<file path="src/pkg/npcd_pkg.sv">
/*
 * npcd_pkg: register map, field positions, reset values and filter constants
 * for the channel phase-offset and fifth-order comb decimator block.
 * Assumes a single 125 MHz clock domain and a plain strobe register port.
 */
package npcd_pkg;
    // register port geometry
    localparam int unsigned REG_ADDR_W = 4;
    localparam int unsigned REG_DATA_W = 16;

    // register indices on the plain port
    localparam logic [3:0] ADDR_PHASE_OFFSET = 4'h0;
    localparam logic [3:0] ADDR_DECIMATION   = 4'h1;
    localparam logic [3:0] ADDR_SCALE        = 4'h2;
    localparam logic [3:0] ADDR_CONTROL      = 4'h3;
    localparam logic [3:0] ADDR_STATUS       = 4'h4;

    // field widths and positions
    localparam int unsigned PHASE_OFS_W    = 16;
    localparam int unsigned RATIO_FIELD_W  = 5;
    localparam int unsigned SCALE_FIELD_W  = 5;
    localparam int unsigned CTRL_BYPASS    = 0;
    localparam int unsigned STAT_OVERFLOW  = 0;
    localparam int unsigned STAT_BYPASSED  = 1;

    // reset values
    localparam logic [15:0] RST_PHASE_OFFSET = 16'h0000;
    localparam logic [4:0]  RST_RATIO_FIELD  = 5'h01;
    localparam logic [4:0]  RST_SCALE        = 5'h00;
    localparam logic        RST_BYPASS       = 1'b0;

    // filter structure
    localparam int unsigned COMB_STAGES    = 5;
    localparam logic [4:0]  RATIO_FIELD_MIN = 5'h01;
    localparam logic [4:0]  SCALE_MAX       = 5'h14;
    localparam logic [4:0]  SHIFT_BASE      = 5'h05;
    localparam int unsigned GROWTH_BITS    = COMB_STAGES * RATIO_FIELD_W;

    // clock and rate figures
    localparam real CLK_MHZ            = 125.0;
    localparam real MAX_INPUT_RATE_MHZ = 150.0;
endpackage

</file>
<file path="src/npcd_integrators.sv">
/*
 * npcd_integrators: chain of running-sum stages at the input sample rate.
 * Assumes the caller sign-extends the input to ACC_W; sums wrap on purpose.
 */
`timescale 1ns/10ps
module npcd_integrators #(
    parameter int unsigned ACC_W  = 41,
    parameter int unsigned STAGES = 5
) (
    input  wire logic             clk_i,
    input  wire logic             rst_b_i,
    input  wire logic             ce_i,
    input  wire logic             en_i,
    input  wire logic [ACC_W-1:0] din_i,
    output logic      [ACC_W-1:0] dout_o
);
    logic [ACC_W-1:0] acc [STAGES];

    // each stage adds its predecessor; wraparound keeps the final difference exact
    for (genvar i = 0; i < STAGES; i++) begin : g_stage
        logic [ACC_W-1:0] src;
        if (i == 0) begin : g_first
            assign src = din_i;
        end else begin : g_rest
            assign src = acc[i-1];
        end
        always_ff @(posedge clk_i or negedge rst_b_i) begin
            if (!rst_b_i) begin
                acc[i] <= '0;
            end else if (ce_i && en_i) begin
                acc[i] <= acc[i] + src;
            end
        end
    end

    assign dout_o = acc[STAGES-1];
endmodule // npcd_integrators

</file>
<file path="src/npcd_combs.sv">
/*
 * npcd_combs: chain of difference stages at the decimated rate.
 * Assumes en_i pulses once per output sample; one stored sample here spans
 * a full decimation period at the input rate.
 */
`timescale 1ns/10ps
module npcd_combs #(
    parameter int unsigned ACC_W  = 41,
    parameter int unsigned STAGES = 5
) (
    input  wire logic             clk_i,
    input  wire logic             rst_b_i,
    input  wire logic             ce_i,
    input  wire logic             en_i,
    input  wire logic [ACC_W-1:0] din_i,
    output logic      [ACC_W-1:0] dout_o
);
    logic [ACC_W-1:0] dly [STAGES];
    logic [ACC_W-1:0] dif [STAGES];

    // pipelined differences; data moves one stage per decimated strobe
    for (genvar i = 0; i < STAGES; i++) begin : g_stage
        logic [ACC_W-1:0] src;
        if (i == 0) begin : g_first
            assign src = din_i;
        end else begin : g_rest
            assign src = dif[i-1];
        end
        always_ff @(posedge clk_i or negedge rst_b_i) begin
            if (!rst_b_i) begin
                dly[i] <= '0;
                dif[i] <= '0;
            end else if (ce_i && en_i) begin
                dif[i] <= src - dly[i];
                dly[i] <= src;
            end
        end
    end

    assign dout_o = dif[STAGES-1];
endmodule // npcd_combs

</file>
<file path="src/npcd_channel.sv">
/*
 * npcd_channel: one receive channel's oscillator phase offset and its
 * fifth-order comb decimator with power-of-two scaling and bypass.
 * Assumes mixer samples arrive synchronous to clk_i with a valid strobe,
 * at most one per clock, and that the fixed filter chain follows.
 */
`timescale 1ns/10ps
module npcd_channel
    import npcd_pkg::*;
#(
    parameter int unsigned DATA_W  = 16,
    parameter int unsigned OUT_W   = 22,
    parameter int unsigned PHASE_W = 32
) (
    input  wire logic                            clk_i,
    input  wire logic                            rst_b_i,
    input  wire logic                            ce_i,
    input  wire logic [npcd_pkg::REG_ADDR_W-1:0] addr_i,
    input  wire logic [npcd_pkg::REG_DATA_W-1:0] wdata_i,
    input  wire logic                            wr_i,
    input  wire logic                            rd_i,
    output logic      [npcd_pkg::REG_DATA_W-1:0] rdata_o,
    input  wire logic [PHASE_W-1:0]              phase_acc_i,
    output logic      [PHASE_W-1:0]              phase_o,
    input  wire logic [DATA_W-1:0]               sample_i,
    input  wire logic                            sample_valid_i,
    output logic      [OUT_W-1:0]                comb_data_o,
    output logic                                 comb_valid_o
);
    import npcd_pkg::*;

    localparam int unsigned ACC_W = DATA_W + GROWTH_BITS;

    // software-visible state
    logic [PHASE_OFS_W-1:0]   phase_offset;
    logic [RATIO_FIELD_W-1:0] ratio_field;
    logic [SCALE_FIELD_W-1:0] scale_field;
    logic                     bypass;
    logic                     overflow;

    // decimation and datapath state
    logic [RATIO_FIELD_W-1:0] dec_cnt;
    logic                     comb_en;
    logic                     comb_done;
    logic [ACC_W-1:0]         integ_in;
    logic [ACC_W-1:0]         integ_out;
    logic [ACC_W-1:0]         comb_out;

    // derived combinational values
    logic [RATIO_FIELD_W-1:0] eff_field;
    logic [SCALE_FIELD_W-1:0] eff_scale;
    logic [SCALE_FIELD_W-1:0] shift_amt;
    logic [ACC_W-1:0]         shifted;
    logic [OUT_W-1:0]         next_scaled;
    logic                     next_ovf;
    logic                     wr_phase;
    logic                     wr_ratio;
    logic                     wr_scale;
    logic                     wr_ctrl;
    logic                     wr_stat;
    logic                     integ_en;
    logic                     last_of_period;

    // address decode for writes; ce low freezes the port along with the rest
    assign wr_phase = wr_i && (addr_i == ADDR_PHASE_OFFSET);
    assign wr_ratio = wr_i && (addr_i == ADDR_DECIMATION);
    assign wr_scale = wr_i && (addr_i == ADDR_SCALE);
    assign wr_ctrl  = wr_i && (addr_i == ADDR_CONTROL);
    assign wr_stat  = wr_i && (addr_i == ADDR_STATUS);

    // phase offset register
    always_ff @(posedge clk_i or negedge rst_b_i) begin
        if (!rst_b_i) begin
            phase_offset <= RST_PHASE_OFFSET;
        end else if (ce_i && wr_phase) begin
            phase_offset <= wdata_i[PHASE_OFS_W-1:0];
        end
    end

    // decimation setting holds ratio minus one
    always_ff @(posedge clk_i or negedge rst_b_i) begin
        if (!rst_b_i) begin
            ratio_field <= RST_RATIO_FIELD;
        end else if (ce_i && wr_ratio) begin
            ratio_field <= wdata_i[RATIO_FIELD_W-1:0];
        end
    end

    // scale factor register, stored as written and clamped on use
    always_ff @(posedge clk_i or negedge rst_b_i) begin
        if (!rst_b_i) begin
            scale_field <= RST_SCALE;
        end else if (ce_i && wr_scale) begin
            scale_field <= wdata_i[SCALE_FIELD_W-1:0];
        end
    end

    // control register: bypass selects a ratio of one
    always_ff @(posedge clk_i or negedge rst_b_i) begin
        if (!rst_b_i) begin
            bypass <= RST_BYPASS;
        end else if (ce_i && wr_ctrl) begin
            bypass <= wdata_i[CTRL_BYPASS];
        end
    end

    // sticky saturation flag; a new overflow beats a write-one clear
    always_ff @(posedge clk_i or negedge rst_b_i) begin
        if (!rst_b_i) begin
            overflow <= 1'b0;
        end else if (ce_i) begin
            if (comb_done && !bypass && next_ovf) begin
                overflow <= 1'b1;
            end else if (wr_stat && wdata_i[STAT_OVERFLOW]) begin
                overflow <= 1'b0;
            end
        end
    end

    // read data stands for exactly the cycle after the strobe; unmapped reads zero
    always_ff @(posedge clk_i or negedge rst_b_i) begin
        if (!rst_b_i) begin
            rdata_o <= '0;
        end else if (ce_i) begin
            rdata_o <= '0;
            if (rd_i) begin
                case (addr_i)
                    ADDR_PHASE_OFFSET: rdata_o[PHASE_OFS_W-1:0]   <= phase_offset;
                    ADDR_DECIMATION:   rdata_o[RATIO_FIELD_W-1:0] <= ratio_field;
                    ADDR_SCALE:        rdata_o[SCALE_FIELD_W-1:0] <= scale_field;
                    ADDR_CONTROL:      rdata_o[CTRL_BYPASS]       <= bypass;
                    ADDR_STATUS: begin
                        rdata_o[STAT_OVERFLOW] <= overflow;
                        rdata_o[STAT_BYPASSED] <= bypass;
                    end
                    default:           rdata_o <= '0;
                endcase
            end
        end
    end

    // offset sits at the top of the accumulator so all ones is one lsb short of a turn
    always_ff @(posedge clk_i or negedge rst_b_i) begin
        if (!rst_b_i) begin
            phase_o <= '0;
        end else if (ce_i) begin
            phase_o <= phase_acc_i + {phase_offset, {(PHASE_W-PHASE_OFS_W){1'b0}}};
        end
    end

    // a field below one would mean ratio one, which only bypass may give
    assign eff_field = (ratio_field < RATIO_FIELD_MIN) ? RATIO_FIELD_MIN : ratio_field;
    assign eff_scale = (scale_field > SCALE_MAX) ? SCALE_MAX : scale_field;
    assign shift_amt = eff_scale + SHIFT_BASE;

    // integrators run on every valid input sample while the stage is in use
    assign integ_en = sample_valid_i && !bypass;
    assign integ_in = {{(ACC_W-DATA_W){sample_i[DATA_W-1]}}, sample_i};
    assign last_of_period = (dec_cnt == eff_field);

    npcd_integrators #(
        .ACC_W  (ACC_W),
        .STAGES (COMB_STAGES)
    ) u_integrators (
        .clk_i   (clk_i),
        .rst_b_i (rst_b_i),
        .ce_i    (ce_i),
        .en_i    (integ_en),
        .din_i   (integ_in),
        .dout_o  (integ_out)
    );

    // decimation counter: one comb strobe per field-plus-one input samples, two for a zero field;
    // rewriting the ratio restarts the period so the first output is aligned
    always_ff @(posedge clk_i or negedge rst_b_i) begin
        if (!rst_b_i) begin
            dec_cnt <= '0;
            comb_en <= 1'b0;
        end else if (ce_i) begin
            comb_en <= 1'b0;
            if (wr_ratio || bypass) begin
                dec_cnt <= '0;
            end else if (integ_en) begin
                if (last_of_period) begin
                    dec_cnt <= '0;
                    comb_en <= 1'b1;
                end else begin
                    dec_cnt <= dec_cnt + 5'h01;
                end
            end
        end
    end

    npcd_combs #(
        .ACC_W  (ACC_W),
        .STAGES (COMB_STAGES)
    ) u_combs (
        .clk_i   (clk_i),
        .rst_b_i (rst_b_i),
        .ce_i    (ce_i),
        .en_i    (comb_en),
        .din_i   (integ_out),
        .dout_o  (comb_out)
    );

    // comb result is ready one cycle after its strobe
    always_ff @(posedge clk_i or negedge rst_b_i) begin
        if (!rst_b_i) begin
            comb_done <= 1'b0;
        end else if (ce_i) begin
            comb_done <= comb_en;
        end
    end

    // arithmetic shift by scale plus five, then saturate into the output width;
    // saturation only shows up if software picked too small a scale
    always_comb begin
        shifted     = $signed(comb_out) >>> shift_amt;
        next_ovf    = 1'b0;
        next_scaled = shifted[OUT_W-1:0];
        if (shifted[ACC_W-1:OUT_W-1] != {(ACC_W-OUT_W+1){shifted[ACC_W-1]}}) begin
            next_ovf    = 1'b1;
            next_scaled = {shifted[ACC_W-1], {(OUT_W-1){~shifted[ACC_W-1]}}};
        end
    end

    // output register feeding the fixed filter cascade; bypass passes input through
    always_ff @(posedge clk_i or negedge rst_b_i) begin
        if (!rst_b_i) begin
            comb_data_o  <= '0;
            comb_valid_o <= 1'b0;
        end else if (ce_i) begin
            comb_valid_o <= 1'b0;
            if (bypass) begin
                if (sample_valid_i) begin
                    // no scaling in bypass, the sample is only sign-extended
                    comb_data_o  <= {{(OUT_W-DATA_W){sample_i[DATA_W-1]}}, sample_i};
                    comb_valid_o <= 1'b1;
                end
            end else if (comb_done) begin
                comb_data_o  <= next_scaled;
                comb_valid_o <= 1'b1;
            end
        end
    end

    // one sample per clock at 125 MHz is the ceiling here; a 150 MHz input rate
    // needs the same logic clocked at the input port rate
    localparam real RATE_HEADROOM = MAX_INPUT_RATE_MHZ / CLK_MHZ;
endmodule // npcd_channel

</file>
<file path="config.mk">
export PLATFORM = sky130hd
export DESIGN_NAME = npcd_channel
export DESIGN_NICKNAME = d
export VERILOG_FILES = /design/src/pkg/npcd_pkg.sv /design/src/npcd_integrators.sv /design/src/npcd_combs.sv /design/src/npcd_channel.sv
export SDC_FILE = /design/constraint.sdc
export NUM_CORES = 2
export LEC_CHECK = 0
export ABC_AREA = 1
export BUFFER_PORTS_ARGS = -buffer_cell sky130_fd_sc_hd__buf_2
export CELL_PAD_IN_SITES_DETAIL_PLACEMENT = 1
export CELL_PAD_IN_SITES_GLOBAL_PLACEMENT = 1
export CORE_MARGIN = 3
export CORE_UTILIZATION = 32
export CTS_BUF_LIST = sky130_fd_sc_hd__clkbuf_4 sky130_fd_sc_hd__clkbuf_8 sky130_fd_sc_hd__clkbuf_16
export CTS_CLUSTER_SIZE = 16
export DETAILED_ROUTE_END_ITERATION = 6
export GPL_ROUTABILITY_DRIVEN = 0
export PLACE_DENSITY_LB_ADDON = 0.1
export RECOVER_POWER = 25
export SYNTH_ARGS = -nofsm -noshare
export SYNTH_HDL_FRONTEND = slang
export SYNTH_SLANG_ARGS = --single-unit
</file>
<file path="constraint.sdc">
create_clock -name clk_i -period 8.14 [get_ports clk_i]
set_input_delay 0 -clock clk_i [delete_from_list [all_inputs] [get_ports clk_i]]
set_output_delay 0 -clock clk_i [all_outputs]
set_load 0.05 [all_outputs]
</file>
After elaboration in Yosys (flattened, before gate mapping). Cells that the tools add are included.

$lt $le $gt $ge: 2. Add/subtract/negate cells: 13. Shifts and indexed selects: 1. Multipliers: 0. Reductions and logical operators: 24. Multiplexer cells: 23. Eq/ne operators: 7. Div/mod/pow operators: 0. Bitwise logic cells: 1.

Operator list (count): adder 41 bit (5); subtractor 41 bit (5); two-way mux 22 bit (4); >>> shifter 41 x 5 -> 41 bit (1); adder 32 bit (1); two-way mux 5 bit (5); inequality test 19 bit (1); two-way mux 16 bit (1); logical AND 1 bit (15); two-way mux 11 bit (1); two-way mux 1 bit (9); one-hot mux 3 bit (3 select lines) (1); equality test 4 x 2 -> 1 bit, second input constant (2); nonzero test 2 bit (3); adder 5 x 1 -> 5 bit, second input constant (1); adder 5 x 3 -> 5 bit, second input constant (1); equality test 5 bit (1); > comparator 5 bit, second input constant (1); less-than comparator 5 x 1 -> 1 bit, second input constant (1); one-hot mux 1 bit (5 select lines) (1); equality test 4 x 1 -> 1 bit, second input constant (1); equality test 4 x 3 -> 1 bit, second input constant (1); logical NOT 4 bit (1); one-hot mux 1 bit (4 select lines) (1); other kinds (6) (7).

Bits in read-only memories: 0. Logic and storage cells: 98. Input bits: 74. Memory bits (writable): 0. Bits in latches: 0. Output and inout port bits: 71. Bits in registers: 721. Memories kept: 0.

Longest topological paths before layout.
Depth after elaboration: 9. Gate-level depth with buffers: 29. Mapped depth without buffers: 27.

By module. A second synthesis with hierarchy kept.

Cells, all modules: 9889. Area total of the unflattened synthesis: 60968.5 sq um.

By module, submodules not included: npcd_combs (seq. area each 10259.8 sq um, area an instance 30483.0 sq um, times used 1, cells each 4785); npcd_integrators (seq. area each 5129.9 sq um, area an instance 22545.4 sq um, times used 1, cells each 3878); npcd_channel (seq. area each 2653.8 sq um, area an instance 7940.1 sq um, times used 1, cells each 1226).

Worst setup path before layout. OpenSTA, ideal clock, no wires.

Path kind: register -> register. Start: register scale_field[0]. End: register comb_data_o[15]. Period minus slack after synthesis: 3.281 ns. Data required time: 8.022 ns. Path buffers: 4. Setup slack: 4.859 ns. Arrival: 3.163 ns. Cell stages (with the launch flop): 28. Cell sequence: dfrtp_1 nor2_1 nand2_1 nand2_4 nand2_4 inv_1 clkbuf_1 ha_1 clkbuf_1 clkinv_1 buf_2 nand3_1 nand3_1 nand2_1 nand2_1 nand2_1 nand2_1 nor2_1 nand3_1 nand2_1 nand2_1 nand2_2 nand2_2 nand2_4 buf_6 nand3_1 nand2_1 nand2_1.

Longest elaborated chain between the ends: 8. Elaborated cells between the ends (all ways): 9. Classes of those cells: add/sub (1); order compare (1); eq/ne (1); shift (1); mux (4); bitwise (1).

RTL lines: start, declared (line npcd_channel.sv:37) `logic [SCALE_FIELD_W-1:0] scale_field;`; start signal, assigned (line npcd_channel.sv:94) `scale_field <= wdata_i[SCALE_FIELD_W-1:0];`; > comparator 5 bit (line npcd_channel.sv:153) `assign eff_scale = (scale_field > SCALE_MAX) ? SCALE_MAX : scale_field;`; two-way mux 5 bit * (line npcd_channel.sv:153); adder 5 x 3 -> 5 bit * (line npcd_channel.sv:154) `assign shift_amt = eff_scale + SHIFT_BASE;`; >>> shifter 41 x 5 -> 41 bit * (line npcd_channel.sv:218) `shifted = $signed(comb_out) >>> shift_amt;`; inequality test 19 bit or inverter 1 bit (tied branches) (line npcd_channel.sv:221, npcd_channel.sv:223); two-way mux 22 bit * (line npcd_channel.sv:221) `if (shifted[ACC_W-1:OUT_W-1] != {(ACC_W-OUT_W+1){shifted[ACC_W-1]}}) begin`; two-way mux 22 bit * (line npcd_channel.sv:240) `end else if (comb_done) begin`; two-way mux 22 bit * (line npcd_channel.sv:234) `if (bypass) begin`; end signal, assigned (line npcd_channel.sv:237) `comb_data_o <= {{(OUT_W-DATA_W){sample_i[DATA_W-1]}}, sample_i};`; end signal, assigned (line npcd_channel.sv:241) `comb_data_o <= next_scaled;`; end, declared (line npcd_channel.sv:27) `output logic [OUT_W-1:0] comb_data_o,`.

Mark *: on every way between the ends. The rest lies on a longest branch, timed or not. The select of a mux whose other input is x is not followed. A chain may end at the register's enable or synchronous reset.

Worst setup path after layout.
Start: register scale_field[0]. End: register comb_data_o[5].

The elaborated chain is that of the path after synthesis.

==> impl_metrics.prom <==
# TYPE chip_impl_metric gauge
chip_impl_metric{name="clockBufferDepth",unit=""} 3
chip_impl_metric{name="largest_fanout_on_the_critical_path",unit=""} 42
chip_impl_metric{name="fraction_of_final_layout_cells_with_drive_strength_greater_than_1",unit=""} 0.0630
chip_impl_metric{name="yosysUniqueCellTypes",unit=""} 53
chip_impl_metric{name="grt_pass1_wl",unit="um"} 300000
chip_impl_metric{name="core_region_area",unit="sq mm"} 0.166
chip_impl_metric{name="avgSynthCellArea",unit="sq um"} 7.07
chip_impl_metric{name="antenna_cells_inserted",unit=""} 0
chip_impl_metric{name="async_flop_share",unit=""} 1.00
chip_impl_metric{name="clkLatencyLatePin",unit="ns"} 0.73
chip_impl_metric{name="detailedRoute.firstPassIterationCount",unit=""} 7
chip_impl_info{name="start_kind",value="register"} 1
chip_impl_metric{name="layout.core_utilization",unit=""} 0.369
chip_impl_metric{name="route.antenna.remaining_nets",unit=""} 0
chip_impl_info{name="critical_path.top_delay_family",value="simple AND/OR/NAND/NOR gates"} 1
chip_impl_metric{name="dieHeight",unit="um"} 416
chip_impl_info{name="timing.setup.critical_path_class",value="reg -> reg"} 1
chip_impl_metric{name="grt_util_all_layers",unit=""} 0.213
chip_impl_info{name="critPathMostFrequentCell",value="sky130_fd_sc_hd__nand2_1"} 1
chip_impl_metric{name="finalClockSkew",unit="ns"} 0.0431
chip_impl_metric{name="design.final.nets",unit=""} 8306
chip_impl_metric{name="design.portCount",unit=""} 145
chip_impl_metric{name="post-route-min-period",unit="ns"} 6.34
chip_impl_metric{name="final.hold.worst_slack",unit="ns"} 0.0505
chip_impl_metric{name="final_hold_vio_count",unit=""} 0
chip_impl_metric{name="cts_max_level",unit=""} 3
chip_impl_info{name="yosys.area.top_type",value="sky130_fd_sc_hd__dfrtp_1"} 1
chip_impl_metric{name="grt_overflow",unit=""} 0
chip_impl_info{name="netlist_top_cells_count",value="1720 x sky130_fd_sc_hd__nand2_1, 971 x sky130_fd_sc_hd__inv_1, 895 x sky130_fd_sc_hd__o21ai_0"} 1
chip_impl_metric{name="area.growth.synth_to_final",unit="%"} 13.9
chip_impl_metric{name="synth_edf_count",unit=""} 0
chip_impl_metric{name="wl",unit="um"} 187000
chip_impl_metric{name="final-max-slew-violation-count",unit=""} 527
chip_impl_metric{name="via_count",unit=""} 51700
chip_impl_metric{name="top_area_cell_type_share_of_the_netlist_area",unit=""} 0.335
chip_impl_metric{name="critPathRequiredTime",unit="ns"} 8.73
chip_impl_metric{name="die_width",unit="um"} 416
chip_impl_metric{name="timing.final.crit_share",unit=""} 0.779
chip_impl_metric{name="path_clk_slew",unit="ns"} 0.06
chip_impl_metric{name="detail_route.drc_violations",unit=""} 0
chip_impl_info{name="violations_in_the_final_reports",value="capacitance limit, slew limit"} 1
chip_impl_metric{name="largest_net_degree_at_the_start_of_global_routing",unit=""} 158
chip_impl_info{name="path_cells",value="nor2_1, nand2_1, nand2_4, nand2_4, inv_1, ha_1, clkinv_1, nand3_1, nand3_1, nand2_1, nand2_1, nand2_1, nand3_1, nand2_1, nand2_1, nor2_1, nand2_1, nand2_2, nand2_2, nand2_4, nand3_1, nand2_1, nand2_1"} 1
chip_impl_info{name="cts.root.buffer_cell",value="sky130_fd_sc_hd__clkbuf_16"} 1
chip_impl_metric{name="synth-warning-count",unit=""} 0
chip_impl_metric{name="core.rowCount",unit=""} 149
chip_impl_metric{name="yosysSeqAreaShare",unit=""} 0.335
chip_impl_metric{name="drv.max_cap_violation_count",unit=""} 5
chip_impl_metric{name="avgRoutedWirePerCell",unit="um"} 18.6
chip_impl_metric{name="crit_path_max_incr_delay",unit="ns"} 0.96
chip_impl_info{name="worstSetupEndpointType",value="register"} 1
chip_impl_metric{name="design.die.area",unit="sq mm"} 0.173
chip_impl_info{name="outcome",value="finished with violations"} 1
chip_impl_metric{name="post-dp-hpwl",unit="um"} 145000
chip_impl_metric{name="worst-slew-pin-transition",unit="ns"} 4.47
chip_impl_info{name="tritoncts",value="yes"} 1
chip_impl_info{name="yosys-top-cells-area",value="sky130_fd_sc_hd__dfrtp_1 33%, sky130_fd_sc_hd__nand2_1 12%, sky130_fd_sc_hd__ha_1 9.7%"} 1
chip_impl_info{name="synth_ff_type",value="sky130_fd_sc_hd__dfrtp_1"} 1
chip_impl_metric{name="syn_inst",unit=""} 7618
chip_impl_info{name="synth_most_common_cell",value="sky130_fd_sc_hd__nand2_1"} 1
chip_impl_metric{name="detailedRoute.firstIterationViolations",unit=""} 2864
chip_impl_metric{name="numCtsBuffers",unit=""} 95
chip_impl_metric{name="finalSetupTns",unit="ns"} 0
chip_impl_metric{name="worst-path-buf-inv",unit=""} 2
chip_impl_metric{name="report.final.setup_viol",unit=""} 0
chip_impl_metric{name="syn_nets",unit=""} 8120
chip_impl_metric{name="initial_core_util",unit=""} 0.324
chip_impl_metric{name="syn-cell-area",unit="sq mm"} 0.0538
chip_impl_info{name="worst_hold_path_type",value="in -> reg"} 1
chip_impl_metric{name="port_buffers",unit=""} 144
chip_impl_info{name="rsz0062_at_grt",value="no"} 1
chip_impl_metric{name="clock_sink_count",unit=""} 721
chip_impl_metric{name="vias_in_the_first_global_route",unit=""} 52600
chip_impl_metric{name="grt_antenna_before_repair",unit=""} 6
chip_impl_info{name="cpMaxStageDelayCell",value="sky130_fd_sc_hd__ha_1"} 1
chip_impl_metric{name="clock.fmax",unit="GHz"} 0.158
chip_impl_metric{name="vias_per_cell",unit=""} 5.14
chip_impl_metric{name="max-slew-margin-rel",unit=""} -1.98
chip_impl_metric{name="worst-endpoint-arrival",unit="ns"} 6.93
chip_impl_metric{name="synth.ff_latch_count",unit=""} 721
[flip-flops by register name, summed over array words and instances, names as in the netlist]
name,cells
scale_field,5
u_combs.dly,205
dec_cnt,5
u_combs.dout_o,41
phase_o,32
u_combs.g_stage.src,164
comb_valid_o,1
u_integrators.dout_o,41
comb_en,1
u_integrators.g_stage.src,164
bypass,1
overflow,1
comb_data_o,22
phase_offset,16
ratio_field,5
comb_done,1
rdata_o,16
[cell type report]
cell class,instances,area [sq um]
flip-flops and latches,721,18000
multi-input cells,5717,31300
fillers,20800,105000
clock inverters,38,622
clock buffers,134,2790
inverters,979,3690
repair buffers,290,2120
well taps,2189,2740
[stage by stage]
step,setup WS [ns],area (sq um),instances
2_1_floorplan,4.86,53800,7618
3_3_place_gp,1.94,56800,9774
3_5_place_dp,1.79,56800,9774
4_1_cts,1.78,61400,10100
5_1_grt,1.12,61300,10100
6_report,1.80,61300,10100
[cells in the final DEF, fill, tap and decap left out, types with 12 or more instances in the layout]
cell	instances
sky130_fd_sc_hd__clkbuf_8	19
sky130_fd_sc_hd__inv_1	970
sky130_fd_sc_hd__xor2_1	136
sky130_fd_sc_hd__xnor2_1	120
sky130_fd_sc_hd__buf_4	19
sky130_fd_sc_hd__a21oi_1	602
sky130_fd_sc_hd__o31ai_1	22
sky130_fd_sc_hd__or2_2	114
sky130_fd_sc_hd__clkbuf_4	20
sky130_fd_sc_hd__o21bai_1	68
sky130_fd_sc_hd__o2111ai_1	12
sky130_fd_sc_hd__nor4_1	28
sky130_fd_sc_hd__o22ai_1	16
sky130_fd_sc_hd__o211ai_1	76
sky130_fd_sc_hd__a21boi_0	21
sky130_fd_sc_hd__a21o_1	12
sky130_fd_sc_hd__dlygate4sd3_1	121
sky130_fd_sc_hd__a31oi_1	216
sky130_fd_sc_hd__nand2_1	1719
sky130_fd_sc_hd__nand4_1	58
sky130_fd_sc_hd__clkbuf_16	95
sky130_fd_sc_hd__dfrtp_1	720
sky130_fd_sc_hd__nor3_1	82
sky130_fd_sc_hd__clkinv_2	16
sky130_fd_sc_hd__nor2_1	635
sky130_fd_sc_hd__nand3_1	371
sky130_fd_sc_hd__buf_2	143
sky130_fd_sc_hd__o21a_1	13
sky130_fd_sc_hd__o21ai_0	895
sky130_fd_sc_hd__ha_1	417
[worst reg2reg max path: cells and delay by family, from the launching register on]
kind | cells | cell delay (ns)
AND/OR/NAND/NOR | 20 | 3.15
buffers and inverters | 2 | 1.19
flip-flops | 1 | 0.91
adder cells (fa/ha/maj) | 1 | 0.96
[path summary, 6_finish.rpt]
| check | from | to | slack (ns) | cells after the start |
|---|---|---|---|---|
| worst min-delay path | sample_i[15] | comb_data_o[21]$_DFFE_PN0P_ | 0.05 | 3 |
| min in group asynchronous | rst_b_i | u_combs.dly[163]$_DFFE_PN0P_ | 0.87 | 3 |
| worst max register to register | scale_field[0]$_DFFE_PN0P_ | comb_data_o[5]$_DFFE_PN0P_ | 1.80 | 23 |
| worst min register to register | phase_o[16]$_DFFE_PN0P_ | phase_o[16]$_DFFE_PN0P_ | 0.47 | 2 |
| max in group asynchronous | rst_b_i | u_integrators.g_stage[4].src[30]$_DFFE_PN0P_ | 3.17 | 3 |
| worst max-delay path | scale_field[0]$_DFFE_PN0P_ | comb_data_o[5]$_DFFE_PN0P_ | 1.80 | 23 |
[timing repair]
action                                 CTS  global route
endpoints found under the hold margin  184             0
hold buffers                           122             0
resized for setup                        0             0
setup buffers                            0             0
[logic make-up (layout without fill, tap and decap cells)]
logic type      Yosys count  in the layout  synth area share
mux                       5              5          0.000930
compound gates         1991           1991             0.204
xor+xnor                258            258            0.0420
simple gates           3035           3035             0.233
flops                   721            721             0.335
fa+ha+maj               428            428             0.101
buf+inv                1180           1441            0.0838
[per-layer routing]
layer	vias to the layer above	GRT usage	share of wire
li1	25800	-	-
met1	25100	0.308	0.50
met2	629	0.342	0.45
met3	168	0.0256	0.032
met4	0	0.0403	0.018
met5	-	0	0
Power is left out: the tool's default activity adds up to more than one toggle a clock period on the data nets, which glitch-free logic cannot reach.
